===== src/hdl/pdc_pkg.sv =====
// Package for the power-down control block: register map, field layout,
// reset values and the carrier types shared by the design files.
// Assumes a 32-bit classic Wishbone bus with word-aligned registers.
package pdc_pkg;

    // ==========================================================
    // Register map (byte addresses)
    // ==========================================================
    localparam logic [7:0] PDC_ADDR_STANDBY_CONTROL = 8'h00;
    localparam logic [7:0] PDC_ADDR_MODULE_CLOCK_STOP_A = 8'h04;
    localparam logic [7:0] PDC_ADDR_POWER_STATUS = 8'h08;

    // ==========================================================
    // Field positions
    // ==========================================================
    localparam int PDC_BIT_STANDBY_SELECT = 7;
    localparam int PDC_BIT_MODE_PIN_APPLY = 3;
    localparam int PDC_BIT_DEBUG_PORT_CLOCK_STOP = 7;
    localparam int PDC_BIT_BREAK_UNIT_CLOCK_STOP = 6;
    localparam int PDC_BIT_CACHE_CLOCK_STOP = 2;
    localparam int PDC_BIT_USER_MEMORY_CLOCK_STOP = 1;

    // Writable bits of each register; all others read as zero
    localparam logic [7:0] PDC_MASK_STANDBY_CONTROL = 8'h88;
    localparam logic [7:0] PDC_MASK_MODULE_CLOCK_STOP_A = 8'hc6;

    // Status register: [1:0] power state, [6:4] applied mode value
    localparam int PDC_POS_STATE = 0;
    localparam int PDC_POS_MODE_VALUE = 4;

    // ==========================================================
    // Reset values
    // ==========================================================
    localparam logic [7:0] PDC_RST_STANDBY_CONTROL = 8'h00;
    localparam logic [7:0] PDC_RST_MODULE_CLOCK_STOP_A = 8'h00;
    localparam logic [2:0] PDC_RST_MODE_VALUE = 3'h0;

    // Number of gated unit clocks and mode-select pins
    localparam int PDC_NUM_GATES = 4;
    localparam int PDC_MODE_PINS = 3;

    // ==========================================================
    // Types
    // ==========================================================
    typedef enum logic [1:0] {
        PDC_RUN = 2'b00,
        PDC_SLEEP = 2'b01,
        PDC_STANDBY = 2'b10
    } pdc_state_t;

    typedef struct packed {
        logic cyc;
        logic stb;
        logic we;
        logic [3:0] sel;
        logic [7:0] adr;
        logic [31:0] dat;
    } pdc_wb_req_t;

endpackage


===== src/hdl/pdc_clock_gate.sv =====
// Glitch-free clock gate for one on-chip unit.
// Assumes the enable comes from logic on the rising edge of clk.
`timescale 1ns/1ps
module pdc_clock_gate import pdc_pkg::*; (
    input wire logic clk, // Free-running clock
    input wire logic rst_n, // Asynchronous reset, active low
    input wire logic enable, // Run request, sampled on the falling edge
    output logic gclk // Gated clock
);
    logic en_low_reg;

    // ==========================================================
    // Enable retimed on the falling edge
    // ==========================================================
    // Changing the enable only while clk is low means the AND below can
    // never cut a high phase short.
    always_ff @(negedge clk or negedge rst_n) begin
        if (!rst_n) begin
            en_low_reg <= 1'b1;
        end else begin
            en_low_reg <= enable;
        end
    end

    assign gclk = clk & en_low_reg;
endmodule


===== src/hdl/pdc_power_down_ctrl.sv =====
// Power-down control: standby select, mode-pin apply on standby wake-up and
// per-unit clock stops, reached over a classic Wishbone slave.
// Assumes the CPU core and interrupt logic share CLK; mode pins are async.
`timescale 1ns/1ps

// Functional notes
// - Both registers 8-bit, read/write, reset zero.
// - Bit7 picks sleep or software standby.
// - Bit3 applies mode pins on standby wake.
// - First register reserved bits read zero.
// - Bit7 second register halts debug clock.
// - Bit6 second register halts break clock.
// - Bit2 second register halts cache clock.
// - Bit1 second register halts user-memory clock.
// - Second register reserved bits read zero.
// - Standby halts all; sleep halts CPU only.
module pdc_power_down_ctrl import pdc_pkg::*; (
    input wire logic CLK, // System clock, 200 MHz
    input wire logic RESETN, // Asynchronous reset, active low
    input wire logic WB_CYC_I, // Wishbone cycle
    input wire logic WB_STB_I, // Wishbone strobe
    input wire logic WB_WE_I, // Wishbone write enable
    input wire logic [3:0] WB_SEL_I, // Wishbone byte selects
    input wire logic [7:0] WB_ADR_I, // Wishbone byte address
    input wire logic [31:0] WB_DAT_I, // Wishbone write data
    output logic [31:0] WB_DAT_O, // Wishbone read data
    output logic WB_ACK_O, // Wishbone acknowledge
    input wire logic SLEEP_EXEC, // CPU executes sleep instruction, pulse
    input wire logic WAKE_INT, // Interrupt that cancels a power-down mode
    input wire logic [2:0] MODE_SELECT_PINS, // Mode-select pins, async
    output logic [2:0] MODE_VALUE, // Mode value in effect
    output logic CPU_HALT, // CPU halted (sleep or standby)
    output logic CLOCK_HALT, // Clock generator halted (standby)
    output logic PERIPH_HALT, // On-chip peripherals halted (standby)
    output logic DEBUG_INTERFACE_UNIT_CLK, // Gated clock, debug interface unit
    output logic USER_BREAK_UNIT_CLK, // Gated clock, user break unit
    output logic CACHE_CLK, // Gated clock, cache memory
    output logic USER_MEMORY_CLK // Gated clock, user memory
);

    // ==========================================================
    // Bus request carrier
    // ==========================================================
    pdc_wb_req_t req;

    assign req.cyc = WB_CYC_I;
    assign req.stb = WB_STB_I;
    assign req.we = WB_WE_I;
    assign req.sel = WB_SEL_I;
    assign req.adr = WB_ADR_I;
    assign req.dat = WB_DAT_I;

    // ==========================================================
    // Registers
    // ==========================================================
    logic [7:0] standby_control_reg;
    logic [7:0] standby_control_next;
    logic [7:0] module_clock_stop_a_reg;
    logic [7:0] module_clock_stop_a_next;
    logic ack_reg;
    logic [31:0] rdata_reg;
    pdc_state_t state_reg;
    pdc_state_t state_next;
    logic [2:0] mode_value_reg;
    logic [2:0] mode_value_next;
    logic boot_done_reg;
    logic cpu_halt_reg;
    logic clock_halt_reg;
    logic periph_halt_reg;

    // ==========================================================
    // Mode pin synchroniser
    // ==========================================================
    // The pins are asynchronous, so two flops stand before any logic reads them.
    logic [2:0] mode_pins_sync;

    pdc_sync #(
        .WIDTH(PDC_MODE_PINS)
    ) u_mode_sync (
        .clk(CLK),
        .rst_n(RESETN),
        .d(MODE_SELECT_PINS),
        .q(mode_pins_sync)
    );

    // ==========================================================
    // Address decode
    // ==========================================================
    wire access = req.cyc & req.stb & ~ack_reg;
    wire byte0_wr = access & req.we & req.sel[0];
    wire hit_standby_control = (req.adr == PDC_ADDR_STANDBY_CONTROL);
    wire hit_module_clock_stop_a = (req.adr == PDC_ADDR_MODULE_CLOCK_STOP_A);
    wire hit_power_status = (req.adr == PDC_ADDR_POWER_STATUS);
    wire wr_standby_control = byte0_wr & hit_standby_control;
    wire wr_module_clock_stop_a = byte0_wr & hit_module_clock_stop_a;

    // Reserved bits are masked at write time so they always read zero.
    assign standby_control_next = wr_standby_control ?
        (req.dat[7:0] & PDC_MASK_STANDBY_CONTROL) : standby_control_reg;
    assign module_clock_stop_a_next = wr_module_clock_stop_a ?
        (req.dat[7:0] & PDC_MASK_MODULE_CLOCK_STOP_A) : module_clock_stop_a_reg;

    wire [31:0] status_word = {24'h000000, 1'b0, mode_value_reg, 2'b00, state_reg};

    wire [31:0] standby_control_word = {24'h000000, standby_control_reg};
    wire [31:0] module_clock_stop_a_word = {24'h000000, module_clock_stop_a_reg};
    logic [31:0] rdata_sel;

    // Unmapped addresses are acknowledged with zero data; writes there vanish.
    always_comb begin
        if (hit_standby_control) begin
            rdata_sel = standby_control_word;
        end else if (hit_module_clock_stop_a) begin
            rdata_sel = module_clock_stop_a_word;
        end else if (hit_power_status) begin
            rdata_sel = status_word;
        end else begin
            rdata_sel = 32'h00000000;
        end
    end

    // ==========================================================
    // Register file
    // ==========================================================
    // Only byte lane 0 carries the registers; the other lanes are ignored.
    always_ff @(posedge CLK or negedge RESETN) begin
        if (!RESETN) begin
            standby_control_reg <= PDC_RST_STANDBY_CONTROL;
        end else begin
            standby_control_reg <= standby_control_next;
        end
    end

    always_ff @(posedge CLK or negedge RESETN) begin
        if (!RESETN) begin
            module_clock_stop_a_reg <= PDC_RST_MODULE_CLOCK_STOP_A;
        end else begin
            module_clock_stop_a_reg <= module_clock_stop_a_next;
        end
    end

    // ==========================================================
    // Bus answer
    // ==========================================================
    // The ack term in access keeps a strobe that is still held in the ack
    // cycle from being taken a second time.
    always_ff @(posedge CLK or negedge RESETN) begin
        if (!RESETN) begin
            ack_reg <= 1'b0;
        end else begin
            ack_reg <= access;
        end
    end

    // Read data is zero outside the ack cycle, so a stale word never shows.
    always_ff @(posedge CLK or negedge RESETN) begin
        if (!RESETN) begin
            rdata_reg <= 32'h00000000;
        end else begin
            rdata_reg <= access ? rdata_sel : 32'h00000000;
        end
    end

    assign WB_ACK_O = ack_reg;
    assign WB_DAT_O = rdata_reg;

    // ==========================================================
    // Power state machine
    // ==========================================================
    wire standby_select = standby_control_reg[PDC_BIT_STANDBY_SELECT];
    wire mode_pin_apply = standby_control_reg[PDC_BIT_MODE_PIN_APPLY];

    // A sleep pulse outside RUN and a wake pulse in RUN fall through unused.
    always_comb begin
        state_next = state_reg;
        case (state_reg)
            PDC_RUN: begin
                if (SLEEP_EXEC) begin
                    state_next = standby_select ? PDC_STANDBY : PDC_SLEEP;
                end
            end
            PDC_SLEEP: begin
                if (WAKE_INT) begin
                    state_next = PDC_RUN;
                end
            end
            PDC_STANDBY: begin
                if (WAKE_INT) begin
                    state_next = PDC_RUN;
                end
            end
            default: begin
                state_next = PDC_RUN;
            end
        endcase
    end

    // Mode value is caught once after reset release, then only on an
    // interrupt wake-up from software standby with the apply bit set.
    wire standby_wake = (state_reg == PDC_STANDBY) & WAKE_INT;

    assign mode_value_next =
        !boot_done_reg ? mode_pins_sync :
        (standby_wake & mode_pin_apply) ? mode_pins_sync :
        mode_value_reg;

    always_ff @(posedge CLK or negedge RESETN) begin
        if (!RESETN) begin
            state_reg <= PDC_RUN;
        end else begin
            state_reg <= state_next;
        end
    end

    always_ff @(posedge CLK or negedge RESETN) begin
        if (!RESETN) begin
            mode_value_reg <= PDC_RST_MODE_VALUE;
        end else begin
            mode_value_reg <= mode_value_next;
        end
    end

    always_ff @(posedge CLK or negedge RESETN) begin
        if (!RESETN) begin
            boot_done_reg <= 1'b0;
        end else begin
            boot_done_reg <= 1'b1;
        end
    end

    // ==========================================================
    // Halt outputs
    // ==========================================================
    // Sleep stops only the CPU; standby also stops clock and peripherals.
    wire in_sleep_next = (state_next == PDC_SLEEP);
    wire in_standby_next = (state_next == PDC_STANDBY);

    // Each halt is registered from the next state so it moves with the state.
    always_ff @(posedge CLK or negedge RESETN) begin
        if (!RESETN) begin
            cpu_halt_reg <= 1'b0;
        end else begin
            cpu_halt_reg <= in_sleep_next | in_standby_next;
        end
    end

    always_ff @(posedge CLK or negedge RESETN) begin
        if (!RESETN) begin
            clock_halt_reg <= 1'b0;
        end else begin
            clock_halt_reg <= in_standby_next;
        end
    end

    always_ff @(posedge CLK or negedge RESETN) begin
        if (!RESETN) begin
            periph_halt_reg <= 1'b0;
        end else begin
            periph_halt_reg <= in_standby_next;
        end
    end

    assign CPU_HALT = cpu_halt_reg;
    assign CLOCK_HALT = clock_halt_reg;
    assign PERIPH_HALT = periph_halt_reg;
    assign MODE_VALUE = mode_value_reg;

    // ==========================================================
    // Unit clock gates
    // ==========================================================
    // Gate order: debug interface, user break, cache, user memory.
    // A unit runs while its stop bit is 0 and the chip is not in standby.
    logic [PDC_NUM_GATES-1:0] stop_bits;
    logic [PDC_NUM_GATES-1:0] gate_enable;
    logic [PDC_NUM_GATES-1:0] gate_clk;

    assign stop_bits[0] = module_clock_stop_a_reg[PDC_BIT_DEBUG_PORT_CLOCK_STOP];
    assign stop_bits[1] = module_clock_stop_a_reg[PDC_BIT_BREAK_UNIT_CLOCK_STOP];
    assign stop_bits[2] = module_clock_stop_a_reg[PDC_BIT_CACHE_CLOCK_STOP];
    assign stop_bits[3] = module_clock_stop_a_reg[PDC_BIT_USER_MEMORY_CLOCK_STOP];

    assign gate_enable = ~stop_bits & {PDC_NUM_GATES{~clock_halt_reg}};

    genvar gi;
    generate
        for (gi = 0; gi < PDC_NUM_GATES; gi = gi + 1) begin : g_gate
            pdc_clock_gate u_gate (
                .clk(CLK),
                .rst_n(RESETN),
                .enable(gate_enable[gi]),
                .gclk(gate_clk[gi])
            );
        end
    endgenerate

    // Gated clocks cannot come from a flop; they come from the glitch-free gate.
    assign DEBUG_INTERFACE_UNIT_CLK = gate_clk[0];
    assign USER_BREAK_UNIT_CLK = gate_clk[1];
    assign CACHE_CLK = gate_clk[2];
    assign USER_MEMORY_CLK = gate_clk[3];

endmodule


===== src/hdl/pdc_sync.sv =====
// Two-flop synchroniser for a bundle of asynchronous level inputs.
// Assumes the inputs change slowly compared with the clock.
`timescale 1ns/1ps
module pdc_sync import pdc_pkg::*; #(
    parameter int WIDTH = 1
) (
    input wire logic clk, // System clock
    input wire logic rst_n, // Asynchronous reset, active low
    input wire logic [WIDTH-1:0] d, // Asynchronous input
    output logic [WIDTH-1:0] q // Synchronised output
);
    logic [WIDTH-1:0] meta_reg;
    logic [WIDTH-1:0] q_reg;

    // ==========================================================
    // First stage is read only by the second
    // ==========================================================
    always_ff @(posedge clk or negedge rst_n) begin
        if (!rst_n) begin
            meta_reg <= '0;
            q_reg <= '0;
        end else begin
            meta_reg <= d;
            q_reg <= meta_reg;
        end
    end

    assign q = q_reg;
endmodule


===== config.mk =====
export PLATFORM = sky130hd
export DESIGN_NAME = pdc_power_down_ctrl
export DESIGN_NICKNAME = d
export VERILOG_FILES = /design/src/hdl/pdc_pkg.sv /design/src/hdl/pdc_clock_gate.sv /design/src/hdl/pdc_power_down_ctrl.sv /design/src/hdl/pdc_sync.sv
export SDC_FILE = /design/constraint.sdc
export NUM_CORES = 1
export LEC_CHECK = 0
export ABC_AREA = 1
export BUFFER_PORTS_ARGS = -buffer_cell sky130_fd_sc_hd__buf_4
export CAP_MARGIN = 10
export CORE_MARGIN = 4
export CORE_UTILIZATION = 35
export CTS_CLUSTER_SIZE = 24
export DETAILED_ROUTE_END_ITERATION = 10
export GPL_TIMING_DRIVEN = 0
export PLACE_DENSITY = 0.68
export SLEW_MARGIN = 15
export SYNTH_ARGS = -nofsm -noshare
export SYNTH_HDL_FRONTEND = slang
export SYNTH_SLANG_ARGS = --single-unit

===== constraint.sdc =====
create_clock -name CLK -period 2.5 [get_ports CLK]
set_input_delay 0.75 -clock CLK [delete_from_list [all_inputs] [get_ports CLK]]
set_output_delay 0.75 -clock CLK [all_outputs]
set_load 0.005 [all_outputs]

==> results of run 1 <==
cell families after synthesis:
logic type | Yosys count | synth area share
AND/OR/NAND/NOR | 81 | 0.246
buffers and inverters | 41 | 0.160
flip-flops | 33 | 0.535
AO/OA/AOI/OAI | 6 | 0.0218
adder cells (fa/ha/maj) | 4 | 0.0323
other | 2 | 0.00484
cell usage after synthesis, drive strengths merged:
| cell | count |
|---|---|
| a21oi | 4 |
| ha | 4 |
| nand2 | 39 |
| conb | 2 |
| nand3 | 21 |
| dfstp | 4 |
| and3 | 1 |
| dfrtp | 29 |
| buf | 25 |
| o21ai | 2 |
| inv | 16 |
| nor2 | 20 |
per-layer routing:
layer / global-route usage / up-vias / routed length, um
met5: 0 / - / 0
met4: 0.109 / 0 / 53
met3: 0.0649 / 5 / 253
met2: 0.179 / 36 / 1510
met1: 0.127 / 505 / 1220
li1: - / 627 / -
layout make-up:
cell class,instances,share of cell area
clock buffers,15,0.0794
flip-flops and latches,33,0.376
clock inverters,9,0.0272
plain buffers,25,0.0850
inverters,11,0.0187
well taps,50,0.0283
multi-input cells,116,0.256
repair buffers,38,0.129
stage by stage:
stage          setup WS [ns]  hold slack [ns]  cells
2_1_floorplan        -0.0799            0.331    190
3_3_place_gp          -0.159            0.332    282
3_5_place_dp          -0.163            0.336    282
4_1_cts               -0.672            0.293    297
5_1_grt               -0.695            0.315    297
6_report              -0.644            0.286    297
how the worst max path moves through the flow:
| stage | cells after the start | endpoint | slack [ns] | start |
|---|---|---|---|---|
| 2_1_floorplan | 2 | CACHE_CLK | -0.08 | g_gate[2].u_gate.en_low_reg |
| 3_3_place_gp | 3 | USER_BREAK_UNIT_CLK | -0.16 | g_gate[1].u_gate.en_low_reg |
| 3_5_place_dp | 3 | USER_MEMORY_CLK | -0.16 | g_gate[3].u_gate.en_low_reg |
| 4_1_cts | 3 | USER_MEMORY_CLK | -0.67 | g_gate[3].u_gate.en_low_reg |
| 5_1_grt | 3 | DEBUG_INTERFACE_UNIT_CLK | -0.70 | g_gate[0].u_gate.en_low_reg |
| 6_report | 3 | DEBUG_INTERFACE_UNIT_CLK | -0.64 | g_gate[0].u_gate.en_low_reg |
critical path, delay by kind of cell (launching register included):
kind                   cells  cell delay, ns
AND/OR/NAND/NOR            1            0.04
flip-flops                 1            0.50
buffers and inverters      2            0.15
cell usage in the layout, fill, tap and decap left out, types with 2 or more instances in the layout:
master,count
a21oi_1,4
nor2_4,3
nor2_2,2
nand2_2,4
nand2_1,35
nor2_1,14
nand3_1,21
conb_1,25
dfstp_2,4
ha_1,4
clkbuf_8,10
buf_4,66
inv_1,15
inv_2,4
dfrtp_1,29
report_power, final:
group / internal, mW / leakage (nW) / total [mW] / switching (mW)
Combinational: 0.0918 / 0.660 / 0.181 / 0.0890
Sequential: 0.564 / 0.421 / 0.586 / 0.0216
Clock: 0.591 / 0.164 / 0.913 / 0.323
Total: 1.25 / 1.24 / 1.68 / 0.433
==> results.tsv, run 1 <==
stage	metric	value	unit
die	initial_utilization	0.374	
timing	setup_viol	8	
yosys	ys_ff_latch	33	
global_route	grt_pass1_wl	4800	um
timing	fin_skew	0.0724	ns
yosys	ys_types	18	
drt	drt_iter0_drc	74	
layout	seqCellArea	831	um2
global_route	grt_max_degree	34	
timing	report.final.slew_viol_count	0	
worst_setup_path	worstPathRequired	1.75	ns
global_route	gr-total-overflow	0	
drt	ant_nets	0	
drt	via_count	1173	
timing	setup_ws	-0.644	ns
die	die_h	74.6	um
pwr	p_per_area	761	nW/um2
job	cap_violations	0	
placement	dp_hpwl	2290	um
yosys	yosysTopAreaCell	dfrtp_1	
yosys	ys_top_cells_by_area	dfrtp_1 47%, buf_4 12%, nand2_1 9.0%	
run_status	failed_checks	negative setup slack	
layout	drive_gt1_frac	0.393	
die	die-area	5560	um2
layout	finalCoreUtilization	0.533	
yosys	syn_area_per_cell	9.29	um2
global_route	antenna_found_initial	0	
clocking	insertion_delay	0.46	ns
yosys	seq_area_frac_synth	0.535	
worst_setup_path	timing.rr.start	PERIPH_HALT	
timing	finalSetupTns	-2.54	ns
worst_setup_path	crit_path_end_kind	output port	
worst_setup_path	worstReg2RegEnd	g_gate[0].u_gate.en_low_reg	
drt	routed_wl	3040	um
worst_setup_path	worstRegToRegCells	1	
placement	gp_congestion	0.809	
timing	final_hold_viol_count	0	
min_path	hold_path.class	primary input to async pin	
layout	fillers	406	
worst_setup_path	slowest_delay	0.50	ns
clocking	cts-hold-fix-buffers	0	
worst_setup_path	path_cells	nand2_1 -> inv_1 -> buf_4	
yosys	synth_top_area_share	0.468	
worst_setup_path	path_class	flip-flop to output port	
layout	nNetsFinal	304	
die	io_pins	97	
worst_setup_path	crit_fanout	1	
placement	postPlaceCellArea	2020	um2
layout	area_delta_synth_final	42.3	%
clocking	cts_resized	0	
drt	routedWlPerCell	10.2	um
run_status	status	complete, but fails checks	
clocking	post_cts_buffers	0	
drt	drtPass1Iterations	4	
layout	antenna_cells	0	
pwr	finalPower	1.68	mW
timing	rsz0062_at_grt	yes	
layout	multi_input_area	564	um2
worst_setup_path	cp-start-kind	flip-flop	
pwr	p_leak	1.24	nW
drt	via_per_inst	3.95	
die	die_x	74.6	um
clocking	cts.clk_slew.worst_paths	0.06	ns
yosys	syn-cell-area	1550	um2
pwr	worst_ir_drop_vdd	0.286	mV
yosys	syn-instance-count	167	
worst_setup_path	worst_ep_arrival_time	2.39	ns
layout	final_area	2210	um2
drt	drc	0	
die	core	4140	um2
worst_setup_path	crit_slowest_cell	dfstp_2	
global_route	grt_pass1_vias	1171	
layout	largest_reg_flops	8	
worst_setup_path	r2r_slack	0.68	ns
global_route	track_usage	0.123	
die	rows	23	
clocking	tritoncts	yes	
yosys	synth.yosys.warnings	0	
placement	port_buffers	42	
(Power assumes the default switching activity.)
==> run 2, diff against run 1 <==
CORE_MARGIN = default   (was 4)
==> results.tsv, run 2 (same netlist as run 1, synthesis figures left out) <==
stage	metric	value	unit
global_route	grt_max_degree	34	
worst_setup_path	path_cells	nand2_1 -> inv_1 -> buf_4	
drt	drt_iter0_drc	49	
timing	report.final.slew_viol_count	0	
job	cap_violations	0	
worst_setup_path	crit_slowest_cell	dfstp_2	
layout	largest_reg_flops	8	
drt	routed_wl	2780	um
layout	antenna_cells	0	
layout	drive_gt1_frac	0.397	
worst_setup_path	worstPathRequired	1.75	ns
global_route	antenna_found_initial	0	
min_path	hold_path.class	primary input to async pin	
worst_setup_path	crit_family	flip-flops	
worst_setup_path	path_class	flip-flop to output port	
global_route	track_usage	0.145	
clocking	tritoncts	yes	
run_status	failed_checks	negative setup slack	
layout	final_common_cell	buf_4	
drt	highest_layer	met4	
clocking	cts.clk_slew.worst_paths	0.07	ns
placement	postPlaceCellArea	2020	um2
drt	drt-met1-wl	1110	um
global_route	grt_pass1_vias	1185	
drt	via_count	1209	
layout	final_area	2190	um2
clocking	post_cts_buffers	0	
layout	nNetsFinal	304	
worst_setup_path	cp-start-kind	flip-flop	
die	die_x	68.6	um
worst_setup_path	crit_path_end_kind	output port	
die	initial_utilization	0.377	
die	rows	23	
drt	via_per_inst	4.07	
pwr	pwr-share-seq	0.369	
placement	port_buffers	42	
layout	area_delta_synth_final	41.0	%
pwr	swShare	0.275	
drt	ant_nets	0	
placement	gp_congestion	0.819	
placement	pre_cts_ws	-0.162	ns
timing	fin_skew	0.0776	ns
timing	finalSetupTns	-2.57	ns
timing	setup_viol	8	
die	io_pins	97	
clocking	insertion_delay	0.46	ns
drt	wl_met3	249	um
timing	final_hold_viol_count	0	
drt	drtPass1Iterations	4	
placement	dp_hpwl	2050	um
drt	wl_met2	1370	um
drt	routedWlPerCell	9.37	um
timing	setup_ws	-0.657	ns
worst_setup_path	crit_fanout	1	
die	core	4120	um2
pwr	power.internal	1.15	mW
drt	drc	0	
pwr	p_leak	1.24	nW
layout	layout_common_cells	65 x buf_4, 35 x nand2_1, 29 x dfrtp_1	
die	die-area	4700	um2
pwr	worst_ir_drop_vdd	0.292	mV
run_status	status	complete, but fails checks	
pwr	pwr-share-comb	0.111	
worst_setup_path	slowest_delay	0.51	ns
pwr	switchingPower	437	uW
worst_setup_path	worst_ep_arrival_time	2.41	ns
global_route	grt_pass1_wl	4570	um
global_route	gr-total-overflow	0	
layout	finalCoreUtilization	0.532	
worst_setup_path	r2r_slack	0.65	ns
layout	fillers	387	
pwr	pwr-share-clk	0.520	
pwr	p_per_area	727	nW/um2
timing	rsz0062_at_grt	yes	
die	die_h	68.6	um
worst_setup_path	critPathBufInv	2	
run 2: changes by cell type in the layout (fill, tap and decap cells not counted), sizes merged:
cell | previous run | this run
bufinv | 1 | 0
clkbuf | 11 | 10
clkinv | 0 | 1
inv | 19 | 20
run 2: per-layer routing:
layer / up-vias / GRT usage
met1: 533 / 0.130
met3: 6 / 0.0822
met4: 0 / 0.148
li1: 625 / -
met5: - / 0
met2: 45 / 0.223
run 2: layout make-up:
cell class / count / area (um2) / share of cell area
inverters: 11 / 41.3 / 0.0189
plain buffers: 25 / 188 / 0.0858
well taps: 50 / 62.6 / 0.0286
flip-flops and latches: 33 / 831 / 0.380
clock buffers: 14 / 175 / 0.0800
repair buffers: 38 / 285 / 0.130
multi-input cells: 116 / 564 / 0.258
clock inverters: 10 / 41.3 / 0.0189
run 2: power by group through the flow:
stage | registers, mW | logic (mW) | clock network (mW)
6_report | 0.587 | 0.177 | 0.827
3_3_place_gp | 0.596 | 0.176 | 0.168
5_1_grt | 0.593 | 0.209 | 0.917
4_1_cts | 0.587 | 0.179 | 0.815
3_5_place_dp | 0.596 | 0.177 | 0.168
2_1_floorplan | 0.592 | 0.103 | 0.0773
run 2: final timing paths:
kind | endpoint | cells after the start | startpoint
setup / recovery | CACHE_CLK | 3 | g_gate[2].u_gate.en_low_reg
hold / removal | module_clock_stop_a_reg[2] | 1 | RESETN
setup reg to reg | g_gate[0].u_gate.en_low_reg | 1 | PERIPH_HALT
max in group asynchronous | g_gate[3].u_gate.en_low_reg | 1 | RESETN
hold reg to reg | u_mode_sync.q[1] | 0 | u_mode_sync.meta_reg[1]
min in group CLK | u_mode_sync.q[1] | 0 | u_mode_sync.meta_reg[1]
run 2: repair_timing:
| action | in CTS | in global routing |
|---|---|---|
| resized for setup | 0 | 6 |
| endpoints found under the setup margin | 8 | 8 |
| hold buffers | 0 | 0 |
run 2: stage by stage:
step,std cells,total power [mW],hold WS [ns]
CTS,297,1.58,0.284
floorplan,190,0.772,0.331
finish,297,1.59,0.285
global route,297,1.72,0.293
global placement,282,0.940,0.332
detailed placement,282,0.941,0.336
==> run 3, diff against run 2 <==
--- a/config.mk
+++ b/config.mk
@@ -9,9 +9,9 @@
 export BUFFER_PORTS_ARGS = -buffer_cell sky130_fd_sc_hd__buf_4
 export CAP_MARGIN = 10
-export CORE_UTILIZATION = 35
+export CORE_UTILIZATION = 45
 export CTS_CLUSTER_SIZE = 24
 export DETAILED_ROUTE_END_ITERATION = 10
 export GPL_TIMING_DRIVEN = 0
-export PLACE_DENSITY = 0.68
+export PLACE_DENSITY = 0.84
 export SLEW_MARGIN = 15
 export SYNTH_ARGS = -nofsm -noshare
==> constraint.sdc (replaced) <==
create_clock -name CLK -period 2.5 [get_ports CLK]
set_input_delay 0.75 -clock CLK [delete_from_list [all_inputs] [get_ports CLK]]
set_output_delay 0.75 -clock CLK [all_outputs]
set_load 0.1 [all_outputs]
==> results.tsv, run 3 (same netlist as run 1, synthesis figures left out) <==
stage	metric	value	unit
run_status	failed_checks	negative setup slack	
worst_setup_path	crit_slowest_cell	dfstp_2	
die	die_x	60.7	um
die	die_h	60.7	um
layout	fillers	279	
layout	final_common_cell	buf_4	
pwr	finalPower	2.44	mW
timing	setup_viol	8	
drt	drt_iter0_drc	37	
drt	routedWlPerCell	10.2	um
layout	layout_common_cells	63 x buf_4, 33 x nand2_1, 29 x dfrtp_1	
pwr	pwr-share-clk	0.581	
pwr	power.internal	1.19	mW
die	initial_utilization	0.492	
pwr	p_leak	1.21	nW
worst_setup_path	worst_ep_arrival_time	2.58	ns
pwr	switchingPower	1.25	mW
drt	routed_wl	2980	um
layout	final_area	2180	um2
min_path	hold_path.class	primary input to async pin	
worst_setup_path	worstPathRequired	1.75	ns
worst_setup_path	worstReg2RegEnd	g_gate[0].u_gate.en_low_reg	
global_route	antenna_found_initial	0	
layout	largest_reg_flops	8	
timing	setup_ws	-0.835	ns
worst_setup_path	worstRegToRegCells	1	
worst_setup_path	path_class	flip-flop to output port	
layout	seqCellArea	831	um2
global_route	track_usage	0.191	
drt	via_per_inst	4.26	
worst_setup_path	path_cells	nand2_2 -> clkinvlp_4 -> buf_12	
die	rows	20	
pwr	p_per_area	1120	nW/um2
global_route	grt_pass1_vias	1239	
placement	dp_hpwl	2120	um
drt	drtPass1Iterations	4	
pwr	swShare	0.512	
worst_setup_path	r2r_slack	0.62	ns
timing	report.final.slew_viol_count	0	
placement	port_buffers	42	
layout	area_delta_synth_final	40.8	%
job	cap_violations	0	
pwr	pwr-share-seq	0.241	
timing	rsz0062_at_grt	yes	
die	die-area	3690	um2
layout	finalCoreUtilization	0.693	
layout	multi_input_area	569	um2
timing	final_hold_viol_count	0	
clocking	insertion_delay	0.50	ns
worst_setup_path	timing.rr.start	PERIPH_HALT	
clocking	cts.clk_slew.worst_paths	0.10	ns
worst_setup_path	crit_path_end_kind	output port	
pwr	worst_ir_drop_vdd	0.500	mV
worst_setup_path	crit_fanout	1	
run_status	status	complete, but fails checks	
worst_setup_path	cp-start-kind	flip-flop	
layout	drive_gt1_frac	0.409	
placement	gp_congestion	0.832	
drt	drc	0	
drt	ant_nets	0	
placement	postPlaceCellArea	2030	um2
die	core	3150	um2
pwr	pwr-share-comb	0.178	
layout	antenna_cells	0	
clocking	tritoncts	yes	
drt	via_count	1240	
global_route	grt_max_degree	34	
die	io_pins	97	
layout	nNetsFinal	304	
global_route	gr-total-overflow	0	
timing	fin_skew	0.0623	ns
global_route	grt_pass1_wl	4770	um
worst_setup_path	slowest_delay	0.51	ns
run 3: per-layer routing:
metal  global-route usage  share of wire  up-vias
met5                    0              0        -
met4                0.205          0.050        0
met3               0.0789          0.077       18
met2                0.298           0.51       57
met1                0.183           0.37      536
li1                     -              -      629
run 3: power groups by stage:
stage               combinational, mW  sequential [mW]  clock (mW)
floorplan                       0.254            0.691       0.642
CTS                             0.433            0.587        1.41
global route                    0.461            0.592        1.48
finish                          0.433            0.587        1.42
global placement                0.427            0.596       0.742
detailed placement              0.433            0.597       0.742
run 3: repair_timing:
action | in CTS | in global routing
setup buffers | 0 | 0
setup endpoints to repair | 8 | 8
resized for setup | 12 | 0
hold buffers | 0 | 0
run 3: per-stage QoR:
step           std cells  setup TNS (ns)  worst slack (ns)  hold WS [ns]
3_5_place_dp         276           -1.51            -0.379         0.336
5_1_grt              291           -3.48            -0.880         0.229
3_3_place_gp         276           -1.49            -0.373         0.332
2_1_floorplan        190           -1.52            -0.379         0.331
6_report             291           -3.29            -0.835         0.216
4_1_cts              291           -3.29            -0.834         0.226
run 3: worst max-delay path by stage:
| stage | startpoint | endpoint | depth (start not counted) |
|---|---|---|---|
| 6_report | g_gate[0].u_gate.en_low_reg | DEBUG_INTERFACE_UNIT_CLK | 3 |
| 4_1_cts | g_gate[2].u_gate.en_low_reg | CACHE_CLK | 3 |
| 5_1_grt | g_gate[0].u_gate.en_low_reg | DEBUG_INTERFACE_UNIT_CLK | 3 |
| 3_5_place_dp | g_gate[2].u_gate.en_low_reg | CACHE_CLK | 3 |
| 2_1_floorplan | g_gate[2].u_gate.en_low_reg | CACHE_CLK | 2 |
| 3_3_place_gp | g_gate[2].u_gate.en_low_reg | CACHE_CLK | 3 |
run 3: critical path: cells and delay by family, from the launching register on:
family / cells / cell delay (ns)
AND/OR/NAND/NOR: 1 / 0.07
flip-flops: 1 / 0.51
buffers and inverters: 2 / 0.26
run 3: area by class of cell:
class,count,area share
clock buffer,15,0.0756
buffer,25,0.0859
clock inverter,9,0.0229
timing repair buffer,38,0.131
tap,44,0.0252
multi-input combinational,116,0.261
sequential,33,0.380
inverter,11,0.0189
